===== src/pkg/cus_pkg.sv =====
// constants for the card unit startup and restart sequencer
// assumes one 40 MHz clock shared with the backplane host logic
package cus_pkg;
    // clock rate and documented startup times
    localparam longint CLK_HZ = 40000000;
    localparam longint STARTUP_S = 25;
    localparam longint NET_STARTUP_S = 35;
    localparam longint STARTUP_CYC = STARTUP_S * CLK_HZ;
    localparam longint NET_STARTUP_CYC = NET_STARTUP_S * CLK_HZ;
    localparam int CNT_W = 32;

    // host status word layout
    localparam int HSW_W = 16;
    localparam int HSW_XFER_EN = 0;
    localparam int HSW_RECOG_L0 = 1;
    localparam int HSW_LINK_OP = 2;
    localparam int HSW_RECOG_L1 = 4;

    // host control word restart bits per operating level
    localparam int HCW_W = 16;
    localparam int HCW_RESTART_L0 = 11;
    localparam int HCW_RESTART_L1 = 10;

    // system switch positions, index 0 is position 1
    localparam int SW_W = 6;
    localparam int SW_LEVEL = 0;

    // calendar clock width
    localparam int CAL_W = 32;

    // register byte offsets
    localparam logic [7:0] OFF_CTRL = 8'h00;
    localparam logic [7:0] OFF_STATUS = 8'h04;
    localparam logic [7:0] OFF_HSW = 8'h08;
    localparam logic [7:0] OFF_CLOCK = 8'h0c;
    localparam logic [7:0] OFF_ELAPSED = 8'h10;

    // control register fields
    localparam int CTRL_NET = 0;
    localparam int CTRL_ERR_FORCE = 1;
    localparam int CTRL_ERR_CLR = 2;
    localparam int CTRL_RESTART = 3;
    localparam logic [1:0] CTRL_RESET = 2'h0;

    // status register fields
    localparam int ST_RUN = 0;
    localparam int ST_ERR = 1;
    localparam int ST_LEVEL = 2;
    localparam int ST_LOADING = 3;
    localparam int ST_PENDING = 4;
    localparam int ST_SW_BAD = 5;

    // ahb encodings
    localparam logic [1:0] HTRANS_NONSEQ = 2'h2;

    typedef enum logic [1:0] {CUS_BOOT, CUS_LOAD, CUS_RUN} cus_state_t;
endpackage


===== src/hw/cus_sequencer.sv =====
// startup and restart sequencer of the memory-card expansion unit
// assumes host backplane signals run on clock; switches are async pins
// How it works
// - startup begins by itself after power-on reset, no start command
// - host-recognised sets status bit 01 at level 0, bit 04 at level 1
// - transfer enable flag set right after power-on, before startup ends
// - data-link-operating flag set at power-on, cleared when run lights
// - host instructions wait and only execute once run is on
// - startup lasts 25 s, or 35 s with the networking option
// - host drops control bit 11 (level 0) or 10 (level 1) to restart
// - after every restart the host calendar is copied to the unit clock
// - run indicator on after startup, error indicator on an error
// - slot activity indicator lit while that slot's card is accessed
// - switch 1 off selects level 1, on level 0; held while operating
//
// Chosen here: the placing of the registers and the AHB-Lite register port.
`timescale 1ns/10ps
module cus_sequencer
    import cus_pkg::*;
#(
    parameter logic [CNT_W-1:0] STARTUP_CYCLES = CNT_W'(STARTUP_CYC),
    parameter logic [CNT_W-1:0] NET_STARTUP_CYCLES = CNT_W'(NET_STARTUP_CYC)
) (
    input wire logic clock,
    input wire logic srst,
    input wire logic ce,
    // ahb-lite slave
    input wire logic hsel,
    input wire logic [31:0] haddr,
    input wire logic [1:0] htrans,
    input wire logic hwrite,
    input wire logic [2:0] hsize,
    input wire logic hready,
    input wire logic [31:0] hwdata,
    output logic [31:0] hrdata,
    output logic hreadyout,
    output logic hresp,
    // host side
    input wire logic [HCW_W-1:0] host_control_word,
    input wire logic host_recognised,
    input wire logic [CAL_W-1:0] host_calendar,
    input wire logic instr_req,
    output logic instr_go,
    output logic [HSW_W-1:0] host_status_word,
    // front panel and cards
    input wire logic [SW_W-1:0] system_switch,
    input wire logic error_detect,
    input wire logic slot_one_busy,
    input wire logic slot_two_busy,
    output logic run_led,
    output logic err_led,
    output logic slot_one_activity,
    output logic slot_two_activity
);
    cus_state_t state_reg, state_next;
    logic [CNT_W-1:0] cnt_reg, cnt_next;
    logic [SW_W-1:0] sw_meta_reg, sw_sync_reg;
    logic level_reg, level_next;
    logic sw_bad_reg, sw_bad_next;
    logic restart_bit_reg, restart_bit_next;
    logic [HSW_W-1:0] hsw_reg, hsw_next;
    logic [CAL_W-1:0] clock_reg, clock_next;
    logic run_reg, run_next;
    logic err_reg, err_next;
    logic pending_reg, pending_next;
    logic go_reg, go_next;
    logic act1_reg, act1_next, act2_reg, act2_next;
    logic [1:0] ctrl_reg, ctrl_next;
    logic soft_restart;
    logic wr_pend_reg, wr_pend_next;
    logic [7:0] wr_addr_reg, wr_addr_next;
    logic [31:0] rdata_reg, rdata_next;
    logic addr_phase;
    logic restart_fall;
    logic sel_bit;
    logic [CNT_W-1:0] limit;

    // switch pins pass two flip-flops before use; no reset, so the pins
    // are already through the pair when the boot cycle reads them
    always_ff @(posedge clock) begin
        if (ce) begin
            sw_meta_reg <= system_switch;
            sw_sync_reg <= sw_meta_reg;
        end
    end

    // restart source selected by the held operating level
    assign sel_bit = level_reg ? host_control_word[HCW_RESTART_L1]
                               : host_control_word[HCW_RESTART_L0];
    assign restart_fall = restart_bit_reg & ~sel_bit;
    assign limit = ctrl_reg[CTRL_NET] ? NET_STARTUP_CYCLES : STARTUP_CYCLES;
    assign addr_phase = hsel & hready & (htrans == HTRANS_NONSEQ);
    assign soft_restart = wr_pend_reg & (wr_addr_reg == OFF_CTRL) & hwdata[CTRL_RESTART];

    // sequencer, flags, indicators and bus next values
    always_comb begin
        state_next = state_reg;
        cnt_next = cnt_reg;
        level_next = level_reg;
        sw_bad_next = sw_bad_reg;
        restart_bit_next = sel_bit;
        hsw_next = hsw_reg;
        clock_next = clock_reg;
        run_next = run_reg;
        err_next = err_reg;
        pending_next = pending_reg;
        go_next = 1'b0;
        ctrl_next = ctrl_reg;
        wr_pend_next = 1'b0;
        wr_addr_next = wr_addr_reg;
        rdata_next = 32'h0;
        // a fresh run of startup; the first pass follows reset by itself
        unique case (state_reg)
            CUS_BOOT: begin
                level_next = ~sw_sync_reg[SW_LEVEL];
                // no stale edge when the level changes
                restart_bit_next = 1'b0;
                sw_bad_next = |sw_sync_reg[SW_W-1:1];
                clock_next = host_calendar;
                cnt_next = '0;
                run_next = 1'b0;
                hsw_next = '0;
                hsw_next[HSW_XFER_EN] = 1'b1;
                hsw_next[HSW_LINK_OP] = 1'b1;
                state_next = CUS_LOAD;
            end
            CUS_LOAD: begin
                cnt_next = cnt_reg + CNT_W'(1);
                if (cnt_reg >= limit - CNT_W'(1)) begin
                    run_next = 1'b1;
                    hsw_next[HSW_LINK_OP] = 1'b0;
                    state_next = CUS_RUN;
                end
            end
            CUS_RUN: begin
            end
        endcase
        // recognition bit by operating level
        if (host_recognised && state_reg != CUS_BOOT) begin
            if (level_reg) begin
                hsw_next[HSW_RECOG_L1] = 1'b1;
            end else begin
                hsw_next[HSW_RECOG_L0] = 1'b1;
            end
        end
        // instructions are held until run is on
        if (run_reg && pending_reg) begin
            go_next = 1'b1;
            pending_next = 1'b0;
        end
        if (instr_req) begin
            pending_next = 1'b1;
        end
        // restart drops run; a go cut short stays pending
        if ((restart_fall || soft_restart) && state_reg != CUS_BOOT) begin
            state_next = CUS_BOOT;
            run_next = 1'b0;
            go_next = 1'b0;
            pending_next = pending_reg | instr_req;
        end
        // register writes in the data phase
        if (wr_pend_reg && wr_addr_reg == OFF_CTRL) begin
            ctrl_next = hwdata[1:0];
            if (hwdata[CTRL_ERR_CLR]) begin
                err_next = 1'b0;
            end
        end
        // error sources win over the clear
        if (error_detect || ctrl_reg[CTRL_ERR_FORCE] || sw_bad_reg) begin
            err_next = 1'b1;
        end
        act1_next = slot_one_busy;
        act2_next = slot_two_busy;
        // address phase: latch writes, prepare read data
        if (addr_phase) begin
            wr_pend_next = hwrite;
            wr_addr_next = haddr[7:0];
            if (!hwrite && haddr[31:8] == 24'h0) begin
                unique case (haddr[7:0])
                    OFF_CTRL: rdata_next = {30'h0, ctrl_reg};
                    OFF_STATUS: begin
                        rdata_next[ST_RUN] = run_reg;
                        rdata_next[ST_ERR] = err_reg;
                        rdata_next[ST_LEVEL] = level_reg;
                        rdata_next[ST_LOADING] = (state_reg == CUS_LOAD);
                        rdata_next[ST_PENDING] = pending_reg;
                        rdata_next[ST_SW_BAD] = sw_bad_reg;
                    end
                    OFF_HSW: rdata_next = {16'h0, hsw_reg};
                    OFF_CLOCK: rdata_next = clock_reg;
                    OFF_ELAPSED: rdata_next = cnt_reg;
                    default: rdata_next = 32'h0;
                endcase
            end
        end
    end

    // state registers; ce low freezes everything but srst
    always_ff @(posedge clock) begin
        if (srst) begin
            state_reg <= CUS_BOOT;
            cnt_reg <= '0;
            level_reg <= 1'b0;
            sw_bad_reg <= 1'b0;
            restart_bit_reg <= 1'b0;
            hsw_reg <= '0;
            clock_reg <= '0;
            run_reg <= 1'b0;
            err_reg <= 1'b0;
            pending_reg <= 1'b0;
            go_reg <= 1'b0;
            act1_reg <= 1'b0;
            act2_reg <= 1'b0;
            ctrl_reg <= CTRL_RESET;
            wr_pend_reg <= 1'b0;
            wr_addr_reg <= 8'h0;
            rdata_reg <= 32'h0;
        end else if (ce) begin
            state_reg <= state_next;
            cnt_reg <= cnt_next;
            level_reg <= level_next;
            sw_bad_reg <= sw_bad_next;
            restart_bit_reg <= restart_bit_next;
            hsw_reg <= hsw_next;
            clock_reg <= clock_next;
            run_reg <= run_next;
            err_reg <= err_next;
            pending_reg <= pending_next;
            go_reg <= go_next;
            act1_reg <= act1_next;
            act2_reg <= act2_next;
            ctrl_reg <= ctrl_next;
            wr_pend_reg <= wr_pend_next;
            wr_addr_reg <= wr_addr_next;
            rdata_reg <= rdata_next;
        end
    end

    // outputs straight from flip-flops, ready and response tied to constants; zero wait states
    assign hrdata = rdata_reg;
    assign hreadyout = 1'b1;
    assign hresp = 1'b0;
    assign instr_go = go_reg;
    assign host_status_word = hsw_reg;
    assign run_led = run_reg;
    assign err_led = err_reg;
    assign slot_one_activity = act1_reg;
    assign slot_two_activity = act2_reg;
endmodule


===== config.mk =====
export PLATFORM = sky130hd
export DESIGN_NAME = cus_sequencer
export DESIGN_NICKNAME = d
export VERILOG_FILES = /design/src/pkg/cus_pkg.sv /design/src/hw/cus_sequencer.sv
export SDC_FILE = /design/constraint.sdc
export NUM_CORES = 1
export LEC_CHECK = 0
export ABC_CLOCK_PERIOD_IN_PS = 4200
export CAP_MARGIN = 20
export CORE_ASPECT_RATIO = 2
export CORE_UTILIZATION = 45
export CTS_BUF_LIST = sky130_fd_sc_hd__clkbuf_4
export CTS_CLUSTER_SIZE = 16
export DETAILED_ROUTE_END_ITERATION = 7
export DONT_BUFFER_PORTS = 1
export GPL_TIMING_DRIVEN = 0
export PLACE_DENSITY = 0.6
export SYNTH_ARGS = -nofsm -noshare
export SYNTH_HDL_FRONTEND = slang
export SYNTH_SLANG_ARGS = --single-unit

===== constraint.sdc =====
create_clock -name clock -period 4.2 [get_ports clock]
set_clock_uncertainty 0.2 [all_clocks]
set_input_delay 0.63 -clock clock [delete_from_list [all_inputs] [get_ports clock]]
set_output_delay 0.63 -clock clock [all_outputs]
set_load 0.02 [all_outputs]

==> key figures, run 1 <==
Outcome
  – Status: complete, no violations

GRT
  – Vias in the first global route: 5022
  – Overflow after GRT: 0
  – Total track usage: 23.55%
  – Global-route wire length before repair: 24760 µm
  – Initial antenna violation count: 1
  – Largest net degree at the start of global routing: 17

Floorplanning
  – Die area: 13680 µm²
  – Num rows: 59
  – Die Y: between 150 and 200 µm
  – Floorplan Core Area: 12920 µm²
  – DIE WIDTH: roughly 83 µm
  – Ports: 189
  – Initial Util: 45.93%

STA
  – TNS Setup: 0 ns
  – Final worst slack: 1.386 ns
  – Fmax: approximately 360 MHz
  – Min cycle time layout: 2.814 ns
  – Final hold viol count: 0
  – Rel. slew slack: 33.31%
  – RSZ-0062 raised after global routing: false
  – # setup viols final: 0
  – Worst Max-Slew Pin Slew: 0.9967 ns
  – Pins over their slew limit: 0
  – Period utilization: between 60% and 70%

Pwr
  – Peak VDD IR: 0.3816 mV
  – Sw Pwr: 0.6484 mW
  – Power Dens Cells: 377.9 nW/µm²
  – Sequential power share: about 54%
  – Switching Share: around 26%
  – Clock power share: 38.6%
  – Leak: 2.565 nW
  – Internal power: around 1.9 mW
  – Overall power: 2.539 mW
  – Logic pwr share: under 10%

Clocking
  – Max clock buf depth: 2
  – Count of clock tree sinks: 133
  – Worst-Skew Late Latency: ~0.54 ns
  – Hold-fix buffers at CTS: 20
  – H-tree Lvls: 4
  – Setup Fix Bufs, Post-CTS: 0
  – Post-cts resize count: 0
  – Clk root buf: clkbuf_4
  – TritonCTS clock tree: built
  – Clock transition at the registers of the reported paths: 0.12 ns
  – TritonCTS Buffers: 17

Yosys
  – Synth async-reset ratio: 0%
  – Main synth FF type: dfxtp_1
  – Mean Syn Cell Area: 8.649 µm²
  – Cells after Synth: 686
  – Sequential area share after synthesis: 46.90%
  – Synth warn: 0
  – Number of flops mapped to enable cells by yosys: 12
  – Area leader, netlist: dfxtp_1
  – Largest cells by area after synthesis: dfxtp_1 (41%), a21oi_1 (7.3%), edfxtp_1 (6.1%)
  – Netlist cell types: 53
  – Synth top area share: around 41%
  – Mapped Area: between 5000 and 6000 µm²
  – Seq cells post-synth: approximately 130

Route
  – 1st-iter DRT viols: 211
  – DR vias: 5085
  – Via/cell ratio: between 5 and 6
  – Wire length per cell: 17.64 µm
  – Post-route ant nets: 0
  – DRC: 0
  – Post-Route WL: 15970 µm
  – Drt first pass iters: 4

Worst hold path
  – Hold depth: 2
  – Hold_sp: host_calendar[4]
  – Hold Path Class: input port to flip-flop

Critical path
  – Startpoint Class: flip-flop
  – WP data arrival: approximately 3.1 ns
  – Worst path cell trace: nand2b_1 > clkbuf_1 > nor2_1 > clkbuf_1 > nand2_1 > a21oi_1
  – Cell mode on critical path: clkbuf_1
  – Worst Setup End Kind: flip-flop
  – Slowest cell on crit path: nor2_1
  – Crit path largest cell delay: 0.82 ns
  – Worst reg2reg path depth: 6
  – Worst setup path class: flip-flop to flip-flop
  – Critical path origin: state_reg[1]
  – CP required: around 4.5 ns
  – Worst reg2reg path startpoint: state_reg[1]
  – Peak fanout along the critical path: 10

Finish
  – Area Overhead vs Synth: 13.24%
  – Post-layout net count: 883
  – Share of post-route cells with drive strength above 1: ~8.6%
  – Design area: 6719 µm²

Placed design
  – Hpwl dp: ~12000 µm
  – Post-DP Area: 6168 µm²
  – Pre-CTS setup slack: about 1.1 ns
  – Final Wtd Congestion: 0.9016
  – Buffers on Ports: 0

Job
  – Number of max-cap violations: 0
## synth_stat cells, types with 8 or more instances
| master | number |
|---|---|
| dfxtp_1 | 121 |
| nand2_1 | 89 |
| a21oi_1 | 86 |
| nor2_1 | 83 |
| nor2b_1 | 36 |
| a22o_1 | 29 |
| clkbuf_1 | 28 |
| nand3_1 | 20 |
| o21ai_0 | 17 |
| xor2_1 | 16 |
| buf_4 | 14 |
| mux2i_1 | 14 |
| edfxtp_1 | 12 |
| nand4_1 | 12 |
| ha_1 | 10 |
| inv_1 | 9 |
| buf_2 | 8 |
| or3_1 | 8 |
## power by group through the flow
stage | sequential [mW] | combinational [mW] | clock (mW)
after floorplan | 1.38 | 0.135 | 0
after detailed placement | 1.39 | 0.180 | 0
after global placement | 1.39 | 0.176 | 0
after global routing | 1.37 | 0.219 | 1.05
final | 1.36 | 0.198 | 0.981
after CTS | 1.36 | 0.197 | 1.00
## worst max-delay path, delay by kind of cell (launching register included)
family / cells / cell delay [ns]
buffers and inverters: 2 / 0.73
AND/OR/NAND/NOR: 3 / 1.18
AO/OA/AOI/OAI: 1 / 0.13
flip-flops: 1 / 0.50
## placed cells by master (no fill, tap or decap), drive strengths merged, types with 14 or more instances in the layout
master	instances
buf	24
dlygate4sd3	22
nor2b	37
clkbuf	48
a22o	29
a21oi	86
nand3	20
dfxtp	121
o21ai	17
xor2	16
nor2	84
conb	14
mux2i	14
nand2	89
## layout make-up
type                    count  area [µm²]
repair buffers             22       220.2
plain buffers              52       265.3
clock inverters            12       177.7
inverters                   9       33.78
diodes                      1       2.502
multi-input cells         504        2897
flip-flops and latches    133        2783
clock buffers              20       150.1
well taps                 152       190.2
fillers                  1235        6200
## final timing paths
kind	end	slack, ns
min reg2reg	sw_sync_reg[0]	0.22
min	clock_reg[4]	0.03
max reg2reg	clock_reg[21]	1.39
max	clock_reg[21]	1.39
## cell families (layout without fill, tap and decap cells)
group                    Yosys count  in the layout  synth area share, %
AO/OA/AOI/OAI                    151            151                15.48
XOR/XNOR                          21             21                3.100
adder cells (fa/ha/maj)           10             10                2.109
buffers and inverters             61            115                5.040
flip-flops                       133            133                46.90
multiplexers                      16             16                3.121
other                              2             15               0.1266
AND/OR/NAND/NOR                  292            292                24.13
## layer usage
layer	track usage [%]	part of all wire [%]	wire, µm
met1	22.11	35	5640
met3	5.697	5.2	832
met5	0	0	0
met2	46.24	57	9062
met4	12.23	2.7	430
## per-stage QoR
step / instances / hold slack, ns / util [%]
detailed placement: 850 / 0.2097 / 47.75
global route: 905 / 0.001829 / 52.01
floorplan: 698 / 0.2003 / -
CTS: 902 / 0.0005880 / 51.84
global placement: 850 / 0.2025 / 47.75
finish: 905 / 0.02965 / 52.01
No activity file was read; power rests on OpenSTA's default activity.
==> run 2: changes to the inputs <==
--- a/config.mk
+++ b/config.mk
@@ -5,7 +5,8 @@
 export SDC_FILE = /design/constraint.sdc
 export NUM_CORES = 1
 export LEC_CHECK = 0
-export ABC_CLOCK_PERIOD_IN_PS = 4200
+export ABC_AREA = 1
+export ABC_CLOCK_PERIOD_IN_PS = 2300
 export CAP_MARGIN = 20
 export CORE_ASPECT_RATIO = 2
 export CORE_UTILIZATION = 45
@@ -14,7 +15,7 @@
 export DETAILED_ROUTE_END_ITERATION = 7
 export DONT_BUFFER_PORTS = 1
 export GPL_TIMING_DRIVEN = 0
-export PLACE_DENSITY = 0.6
+export PLACE_DENSITY = 0.62
 export SYNTH_ARGS = -nofsm -noshare
 export SYNTH_HDL_FRONTEND = slang
 export SYNTH_SLANG_ARGS = --single-unit
==> constraint.sdc (replaced) <==
create_clock -name clock -period 2.3 [get_ports clock]
set_clock_uncertainty 0.2 [all_clocks]
set_input_delay 0.345 -clock clock [delete_from_list [all_inputs] [get_ports clock]]
set_output_delay 0.345 -clock clock [all_outputs]
set_load 0.02 [all_outputs]
==> run 2 against run 1 <==
The run now ends with design-rule violations left. Core utilization increased by 5.1 points. Sequential share of layout area decreased by 6.1 points. Flip-flop and latch count stayed put. Largest cell class unchanged. Register-to-register slack got worse by 1.2 ns. Synthesized area is 6.8% higher. Clock power grew 55%. Routed wire length rose by 27%. Setup slack lost 1.3 ns. Synthesized cell count is 26% higher. Global-route usage rose by 4.2 points. Sequential power increased by 83%. Combinational power rose by 150%.
==> key figures, run 2 <==
Pwr
  – Power Dens Cells: 569.7 nW/µm² (+51%)
  – Leak: 3.004 nW (+17%)
  – Peak VDD IR: 0.4917 mV (+29%)

STA
  – Rel. slew slack: 40.84% (+7.5 points)
  – Final worst slack: 0.03783 ns (-1.348 ns)
  – Worst Max-Slew Pin Slew: 0.8874 ns (-0.1093 ns)
  – Pins over their slew limit: 0 (unchanged)
  – # setup viols final: 0 (unchanged)
  – Min cycle time layout: 2.262 ns
  – Period utilization: 98.36%
  – Final hold viol count: 0 (unchanged)
  – Fmax: 442.1 MHz

Route
  – Post-Route WL: 20220 µm (+27%)
  – Met3 wire len: 783 µm (-5.9%)
  – Via/cell ratio: 5.269 (-6.2%)
  – Top layer in use: met4
  – Met2 routed WL: 11050 µm (+22%)
  – 1st-iter DRT viols: 317 (+50%)
  – Drt first pass iters: 8 (+4)
  – Post-route ant nets: 0 (unchanged)
  – DRC: 4 (+4)
  – Wire length per cell: 16.88 µm (-4.3%)
  – Wl on met1: 7003 µm (+24%)
  – DR vias: 6312 (+24%)

GRT
  – Overflow after GRT: 0 (unchanged)
  – Global-route wire length before repair: 30840 µm (+25%)
  – Largest net degree at the start of global routing: 17 (unchanged)
  – Initial antenna violation count: 1 (unchanged)
  – Vias in the first global route: 6217 (+24%)
  – Total track usage: 27.79% (+4.2 points)

Yosys
  – Synth Area in Compound Gates: 17.87% (+2.4 points)
  – Sequential area share after synthesis: 43.93% (-3.0 points)
  – Mapped Area: 6335 µm² (+6.8%)
  – Synth warn: 0 (unchanged)
  – Netlist cell types: 44 (-17%)
  – Mean Syn Cell Area: 7.323 µm² (-15%)
  – Number of flops mapped to enable cells by yosys: 12 (unchanged)
  – Main synth FF type: dfxtp_1
  – Synth top area share: 38.24% (-2.6 points)
  – Synth async-reset ratio: 0% (unchanged)
  – Synth Area in Adders: 1.975% (-0.13 points)
  – Top post-synthesis cells by count: nand2_1 (157), dfxtp_1 (121), nor2_1 (107), inv_1 (100), a21oi_1 (83)
  – Largest cells by area after synthesis: dfxtp_1 (38%), nand2_1 (9.3%), a21oi_1 (6.6%)
  – Cells after Synth: 865 (+26%)
  – Area leader, netlist: dfxtp_1
  – Multiplexer share of the synthesized area: 0% (-3.1 points)
  – Seq cells post-synth: 133 (unchanged)
  – Most frequent cell after synthesis: nand2_1
  – Synth Area in XOR/XNOR: 0% (-3.1 points)
  – Synth Area in Simple Gates: 25.91% (+1.8 points)
  – Largest family of logic cells by synthesized area: simple AND/OR/NAND/NOR gates

Critical path
  – Startpoint Class: input port
  – Delay-heaviest family, CP: buffers and inverters
  – Worst reg2reg path startpoint: state_reg[1]
  – CP required: 2.59 ns (-1.87 ns)
  – Critical path origin: haddr[8]
  – Buffer and inverter count on the worst path: 4 (+2)
  – Slowest cell on crit path: dlygate4sd3_1
  – Peak fanout along the critical path: 7 (-3)
  – Worst path cell trace: dlygate4sd3_1 > nor3_1 > dlygate4sd3_1 > nand3_2 > nor3_4 > buf_12 > buf_2 > nand2_1 > a21oi_1
  – Cell mode on critical path: dlygate4sd3_1
  – WP data arrival: 2.56 ns (-0.51 ns)
  – Worst Setup End Kind: flip-flop
  – Worst setup path class: input port to flip-flop
  – Crit path largest cell delay: 0.61 ns (-0.21 ns)

Clocking
  – TritonCTS clock tree: built
  – H-tree Lvls: 4 (unchanged)
  – Clock transition at the registers of the reported paths: 0.14 ns (+0.02 ns)
  – TritonCTS Buffers: 17 (unchanged)
  – Count of clock tree sinks: 133 (unchanged)
  – Clk root buf: clkbuf_4
  – Max clock buf depth: 2 (unchanged)
  – Worst-Skew Late Latency: 0.56 ns (+0.02 ns)

Finish
  – Share of post-route cells with drive strength above 1: 11.81% (+3.2 points)
  – Final Instance Count excl. Fillers: 1198 (+32%)
  – Post-route core utilization: 57.10% (+5.1 points)
  – Most common cell after layout, fill and taps aside: nand2_1
  – Most frequent cells in the layout: nand2_1 (157), dfxtp_1 (119), nor2_1 (103)
  – Area Overhead vs Synth: 24.51%
  – Post-layout net count: 1139 (+29%)

Worst hold path
  – Hold Path Class: input port to flip-flop
  – Hold_sp: srst

Floorplanning
  – DIE WIDTH: 85.90 µm (+3.2%)
  – Initial Util: 45.86% (-0.071 points)
  – Floorplan Core Area: 13810 µm² (+6.9%)
  – Ports: 189 (unchanged)
  – Die Y: 169.8 µm (+3.3%)
  – Die area: 14580 µm² (+6.6%)
  – Num rows: 61 (+3.4%)

Placed design
  – Placed Instances: 1066 (+25%)
  – Hpwl dp: 14650 µm (+22%)
  – Buffers on Ports: 0 (unchanged)
  – Final Wtd Congestion: 0.9348 (+3.7%)
  – Pre-CTS setup slack: -0.1913 ns (-1.332 ns)

Outcome
  – Violated checks: design-rule violations
  – Status: finished, violations left

Job
  – Number of max-cap violations: 0 (unchanged)
==> run 2: cell count changes after synthesis, sizes merged, moves of 14 or more <==
| cell | previous run | this run |
|---|---|---|
| o21ai | 17 | 71 |
| nand2 | 89 | 160 |
| a22o | 29 | 0 |
| xor2 | 16 | 0 |
| nor3 | 7 | 22 |
| nor2 | 84 | 115 |
| o22ai | 1 | 22 |
| nand3 | 20 | 40 |
| inv | 9 | 106 |
| nor2b | 37 | 0 |
| mux2i | 14 | 0 |
==> run 2: cell families after synthesis <==
kind of cell | count (synthesis)
AO/OA/AOI/OAI | 203
other | 2
buffers and inverters | 152
adder cells (fa/ha/maj) | 10
flip-flops | 133
AND/OR/NAND/NOR | 365
==> run 2: metal layers <==
layer	up-vias	track usage (%)
li1	3095	-
met1	2915	26.88
met2	233	51.86
met3	69	4.426
met4	0	19.71
met5	-	0
==> run 2: cell type report <==
cell class,count,area (µm²)
clock buffers,17,127.6
diodes,1,2.502
inverters,107,406.6
repair buffers,99,975.9
clock inverters,15,136.4
flip-flops and latches,133,2788
fillers,1324,5927
well taps,189,236.5
plain buffers,45,247.7
multi-input cells,592,2967
==> run 2: worst paths after layout <==
check             slack (ns)  cells after the start              to
setup / recovery        0.04                      9       hrdata[7]
hold / removal          0.02                      2       hrdata[0]
setup reg to reg        0.16                      7     cnt_reg[15]
hold reg to reg         0.23                      0  sw_sync_reg[2]
==> run 2: worst reg2reg max path, delay by kind of cell, from the launching register on <==
kind            cells  cell delay [ns]
simple gates        3             0.58
buf+inv             2             0.50
compound gates      2             0.30
flops               1             0.48
==> run 2: metrics by stage <==
step / power (mW) / cell area, µm² / setup TNS (ns) / hold slack, ns
final: 4.493 / 7888 / 0 / 0.01830
after global routing: 4.664 / 7888 / -0.01955 / 0.006581
after CTS: 4.494 / 7776 / 0 / 0.0003048
after detailed placement: 2.898 / 6616 / -2.545 / 0.2045
after global placement: 2.894 / 6616 / -2.497 / 0.2022
after floorplan: 2.796 / 6380 / 0 / 0.1988
==> run 2: what timing repair did <==
item,4_1_cts,5_1_grt
endpoints found under the hold margin,91,0
hold buffers,89,0
cloned,0,1
pin swaps,0,5
setup buffers,0,9
gates resized for setup,4,9
endpoints found under the setup margin,47,53
==> run 2: power by group <==
group	switching [mW]	internal [mW]
Combinational	0.290	0.197
Sequential	0.0542	2.43
Clock	1.04	0.477
Total	1.39	3.11
==> run 3: changes to the inputs <==
--- a/config.mk
+++ b/config.mk
@@ -6,7 +6,7 @@
 export NUM_CORES = 1
 export LEC_CHECK = 0
 export ABC_AREA = 1
-export ABC_CLOCK_PERIOD_IN_PS = 2300
+export ABC_CLOCK_PERIOD_IN_PS = 2500
 export CAP_MARGIN = 20
 export CORE_ASPECT_RATIO = 2
 export CORE_UTILIZATION = 45
@@ -15,7 +15,7 @@
 export DETAILED_ROUTE_END_ITERATION = 7
 export DONT_BUFFER_PORTS = 1
 export GPL_TIMING_DRIVEN = 0
-export PLACE_DENSITY = 0.62
+export PLACE_DENSITY = 0.6
 export SYNTH_ARGS = -nofsm -noshare
 export SYNTH_HDL_FRONTEND = slang
 export SYNTH_SLANG_ARGS = --single-unit
==> constraint.sdc (replaced) <==
create_clock -name clock -period 2.5 [get_ports clock]
set_clock_uncertainty 0.2 [all_clocks]
set_input_delay 0.375 -clock clock [delete_from_list [all_inputs] [get_ports clock]]
set_output_delay 0.375 -clock clock [all_outputs]
set_load 0.02 [all_outputs]
==> run 3 against run 2 <==
The flow now finishes without violations. Cell count decreased by 1.8%. Count of clock-buffer cells in the layout unchanged. Core utilization decreased by 1.6 points. Final area decreased by 2.8%. Setup slack improved by 0.071 ns. Non-clock buffer count decreased by 22. Power decreased by 8.0%. First-iteration DRC count increased by 6.3%. Critical path type unchanged. Largest cell class unchanged. Largest power group unchanged.
==> key figures, run 3 (synthesis gave the netlist of run 2 again) <==
Clocking
  – Count of clock tree sinks: 133 (unchanged)
  – Setup Fix Bufs, Post-CTS: 0 (unchanged)
  – H-tree Lvls: 4 (unchanged)
  – Clk root buf: clkbuf_4
  – Clock transition at the registers of the reported paths: 0.14 ns (about the same)
  – Worst-Skew Late Latency: 0.56 ns (about the same)
  – TritonCTS clock tree: built
  – TritonCTS Buffers: 17 (unchanged)
  – Max clock buf depth: 2 (unchanged)

STA
  – Pins over their slew limit: 0 (unchanged)
  – # setup viols final: 0 (unchanged)
  – RSZ-0062 raised after global routing: false
  – TNS Setup: 0 ns (unchanged)
  – Final hold viol count: 0 (unchanged)
  – Period utilization: a little over nine tenths
  – Rel. slew slack: 48.70% (+7.9 points)
  – Worst Max-Slew Pin Slew: 0.7696 ns (-0.1179 ns)
  – Fmax: 418.1 MHz
  – Min cycle time layout: between 2 and 2.5 ns

Route
  – Post-route ant nets: 0 (unchanged)
  – DR vias: 6288 (-0.38%)
  – Post-Route WL: 20160 µm (-0.30%)
  – DRC: 0 (-4)
  – Wire length per cell: 17.14 µm (+1.6%)
  – 1st-iter DRT viols: 337 (+6.3%)
  – Drt first pass iters: 5 (-3)
  – Via/cell ratio: 5.347 (+1.5%)

Floorplanning
  – DIE WIDTH: 85.90 µm (unchanged)
  – Floorplan Core Area: 13810 µm² (unchanged)
  – Die Y: 169.8 µm (unchanged)
  – Ports: 189 (unchanged)
  – Initial Util: 45.86% (unchanged)
  – Num rows: 61 (unchanged)
  – Die area: 14580 µm² (unchanged)

Worst hold path
  – Hold depth: 6 (+4)
  – Hold Path Class: input port to flip-flop
  – Worst Hold Endpoint: hrdata[0]
  – Hold_sp: haddr[2]

Outcome
  – Status: complete, no violations

Pwr
  – Leak: 2.884 nW (-4.0%)
  – Overall power: 4.134 mW (-8.0%)
  – Power Dens Cells: 539.1 nW/µm² (-5.4%)
  – Sw Pwr: 1.290 mW (-7.0%)
  – Clock power share: 34.2% (+0.4 points)
  – Peak VDD IR: 0.5839 mV (+19%)
  – Logic pwr share: 10.4% (-0.4 points)
  – Internal power: 2.845 mW (-8.4%)
  – Switching Share: 31.20% (+0.34 points)
  – Sequential power share: 55.4% (about the same)

GRT
  – Initial antenna violation count: 1 (unchanged)
  – Vias in the first global route: 6231 (+0.23%)
  – Overflow after GRT: 0 (unchanged)
  – Largest net degree at the start of global routing: 17 (unchanged)
  – Total track usage: 28.23% (+0.45 points)
  – Global-route wire length before repair: 30820 µm (about the same)

Critical path
  – WP data arrival: 2.69 ns (+0.13 ns)
  – Worst reg2reg path startpoint: wr_addr_reg[4]
  – CP required: 2.80 ns (+0.21 ns)
  – Peak fanout along the critical path: 4 (-3)
  – Startpoint Class: input port
  – Worst Setup End Kind: flip-flop
  – Worst reg2reg path depth: 8 (+1)
  – R2r endpoint: state_reg[1]
  – Worst setup path class: input port to flip-flop
  – R2R setup slack: 0.11 ns (-0.05 ns)

Job
  – Number of max-cap violations: 0 (unchanged)

Finish
  – Most common cell after layout, fill and taps aside: nand2_1
  – Post-layout net count: 1117 (-1.9%)
  – Share of post-route cells with drive strength above 1: 10.34% (-1.5 points)
  – Area Overhead vs Synth: 21.05%
  – Final Instance Count excl. Fillers: 1176 (-1.8%)
  – Most frequent cells in the layout: nand2_1 (157), dfxtp_1 (120), nor2_1 (107)
  – Fill cells: 1388 (+4.8%)

Placed design
  – Final Wtd Congestion: 0.9019 (-3.5%)
  – Buffers on Ports: 0 (unchanged)
  – Placed Instances: 1066 (unchanged)
  – Hpwl dp: 15410 µm (+5.2%)
run 3: cell types whose count changed in the layout (fill, tap and decap cells not counted), sizes merged:
| cell | change |
|---|---|
| clkbuf | -1 |
| dlygate4sd3 | -13 |
| dlymetal6s4s | +1 |
| clkinv | +1 |
| clkinvlp | -1 |
| buf | -9 |
run 3: power by group through the flow:
| stage | Sequential [mW] | Combinational, mW | Clock, mW |
|---|---|---|---|
| after floorplan | 2.32 | 0.249 | 0 |
| after global placement | 2.33 | 0.322 | 0 |
| after detailed placement | 2.34 | 0.331 | 0 |
| after CTS | 2.29 | 0.425 | 1.43 |
| after global routing | 2.30 | 0.475 | 1.52 |
| final | 2.29 | 0.432 | 1.41 |
run 3: cell type report:
type,instances,area (µm²),area share (%)
buffer,45,246.5,3.214
sequential,133,2784,36.30
antenna,1,2.502,0.03263
timing repair buffer,77,773.2,10.08
tap,189,236.5,3.084
inverter,107,401.6,5.237
clock buffer,17,127.6,1.664
clock inverter,15,140.1,1.827
multi-input combinational,592,2957,38.55
run 3: worst max path at each step:
| stage | start | cells after the start | slack (ns) | end |
|---|---|---|---|---|
| after floorplan | ctrl_reg[0] | 12 | 0.72 | state_reg[1] |
| after global placement | ctrl_reg[0] | 12 | -0.05 | state_reg[1] |
| after detailed placement | ctrl_reg[0] | 12 | -0.009 | state_reg[1] |
| after CTS | ce | 8 | 0.007 | clock_reg[30] |
| after global routing | haddr[20] | 8 | 0.006 | hrdata[1] |
| final | haddr[20] | 8 | 0.11 | hrdata[5] |
run 3: per-layer routing:
layer / GRT usage (%) / share of wire, % / up-vias
li1: - / - / 3049
met1: 25.60 / 34 / 2938
met2: 53.97 / 55 / 227
met3: 5.350 / 4.6 / 74
met4: 20.14 / 6.7 / 0
met5: 0 / 0 / -
run 3: repair_timing:
item | CTS | global route
setup endpoints to repair | 4 | 24
hold buffers | 77 | 0
resized for setup | 2 | 6
hold endpoints to repair | 87 | 0
run 3: through the flow:
stage	util, %	worst slack (ns)	cell area, µm²	hold WS [ns]
6_report	55.51	0.1084	7669	0.02406
5_1_grt	55.51	0.006304	7669	0.01963
4_1_cts	55.43	0.006853	7657	0.003107
3_5_place_dp	47.89	-0.008691	6616	0.2045
3_3_place_gp	47.89	-0.05282	6616	0.2023
2_1_floorplan	-	0.7203	6380	0.1988
run 3: worst max-delay path, stage by stage:
cell and delay, ns:
dlygate4sd3_1 0.53, nor4_1 0.17, dlygate4sd3_1 0.58, nand4_1 0.09, dlygate4sd3_1 0.61, nor2_4 0.13
nand2_1 0.08, a21oi_1 0.12
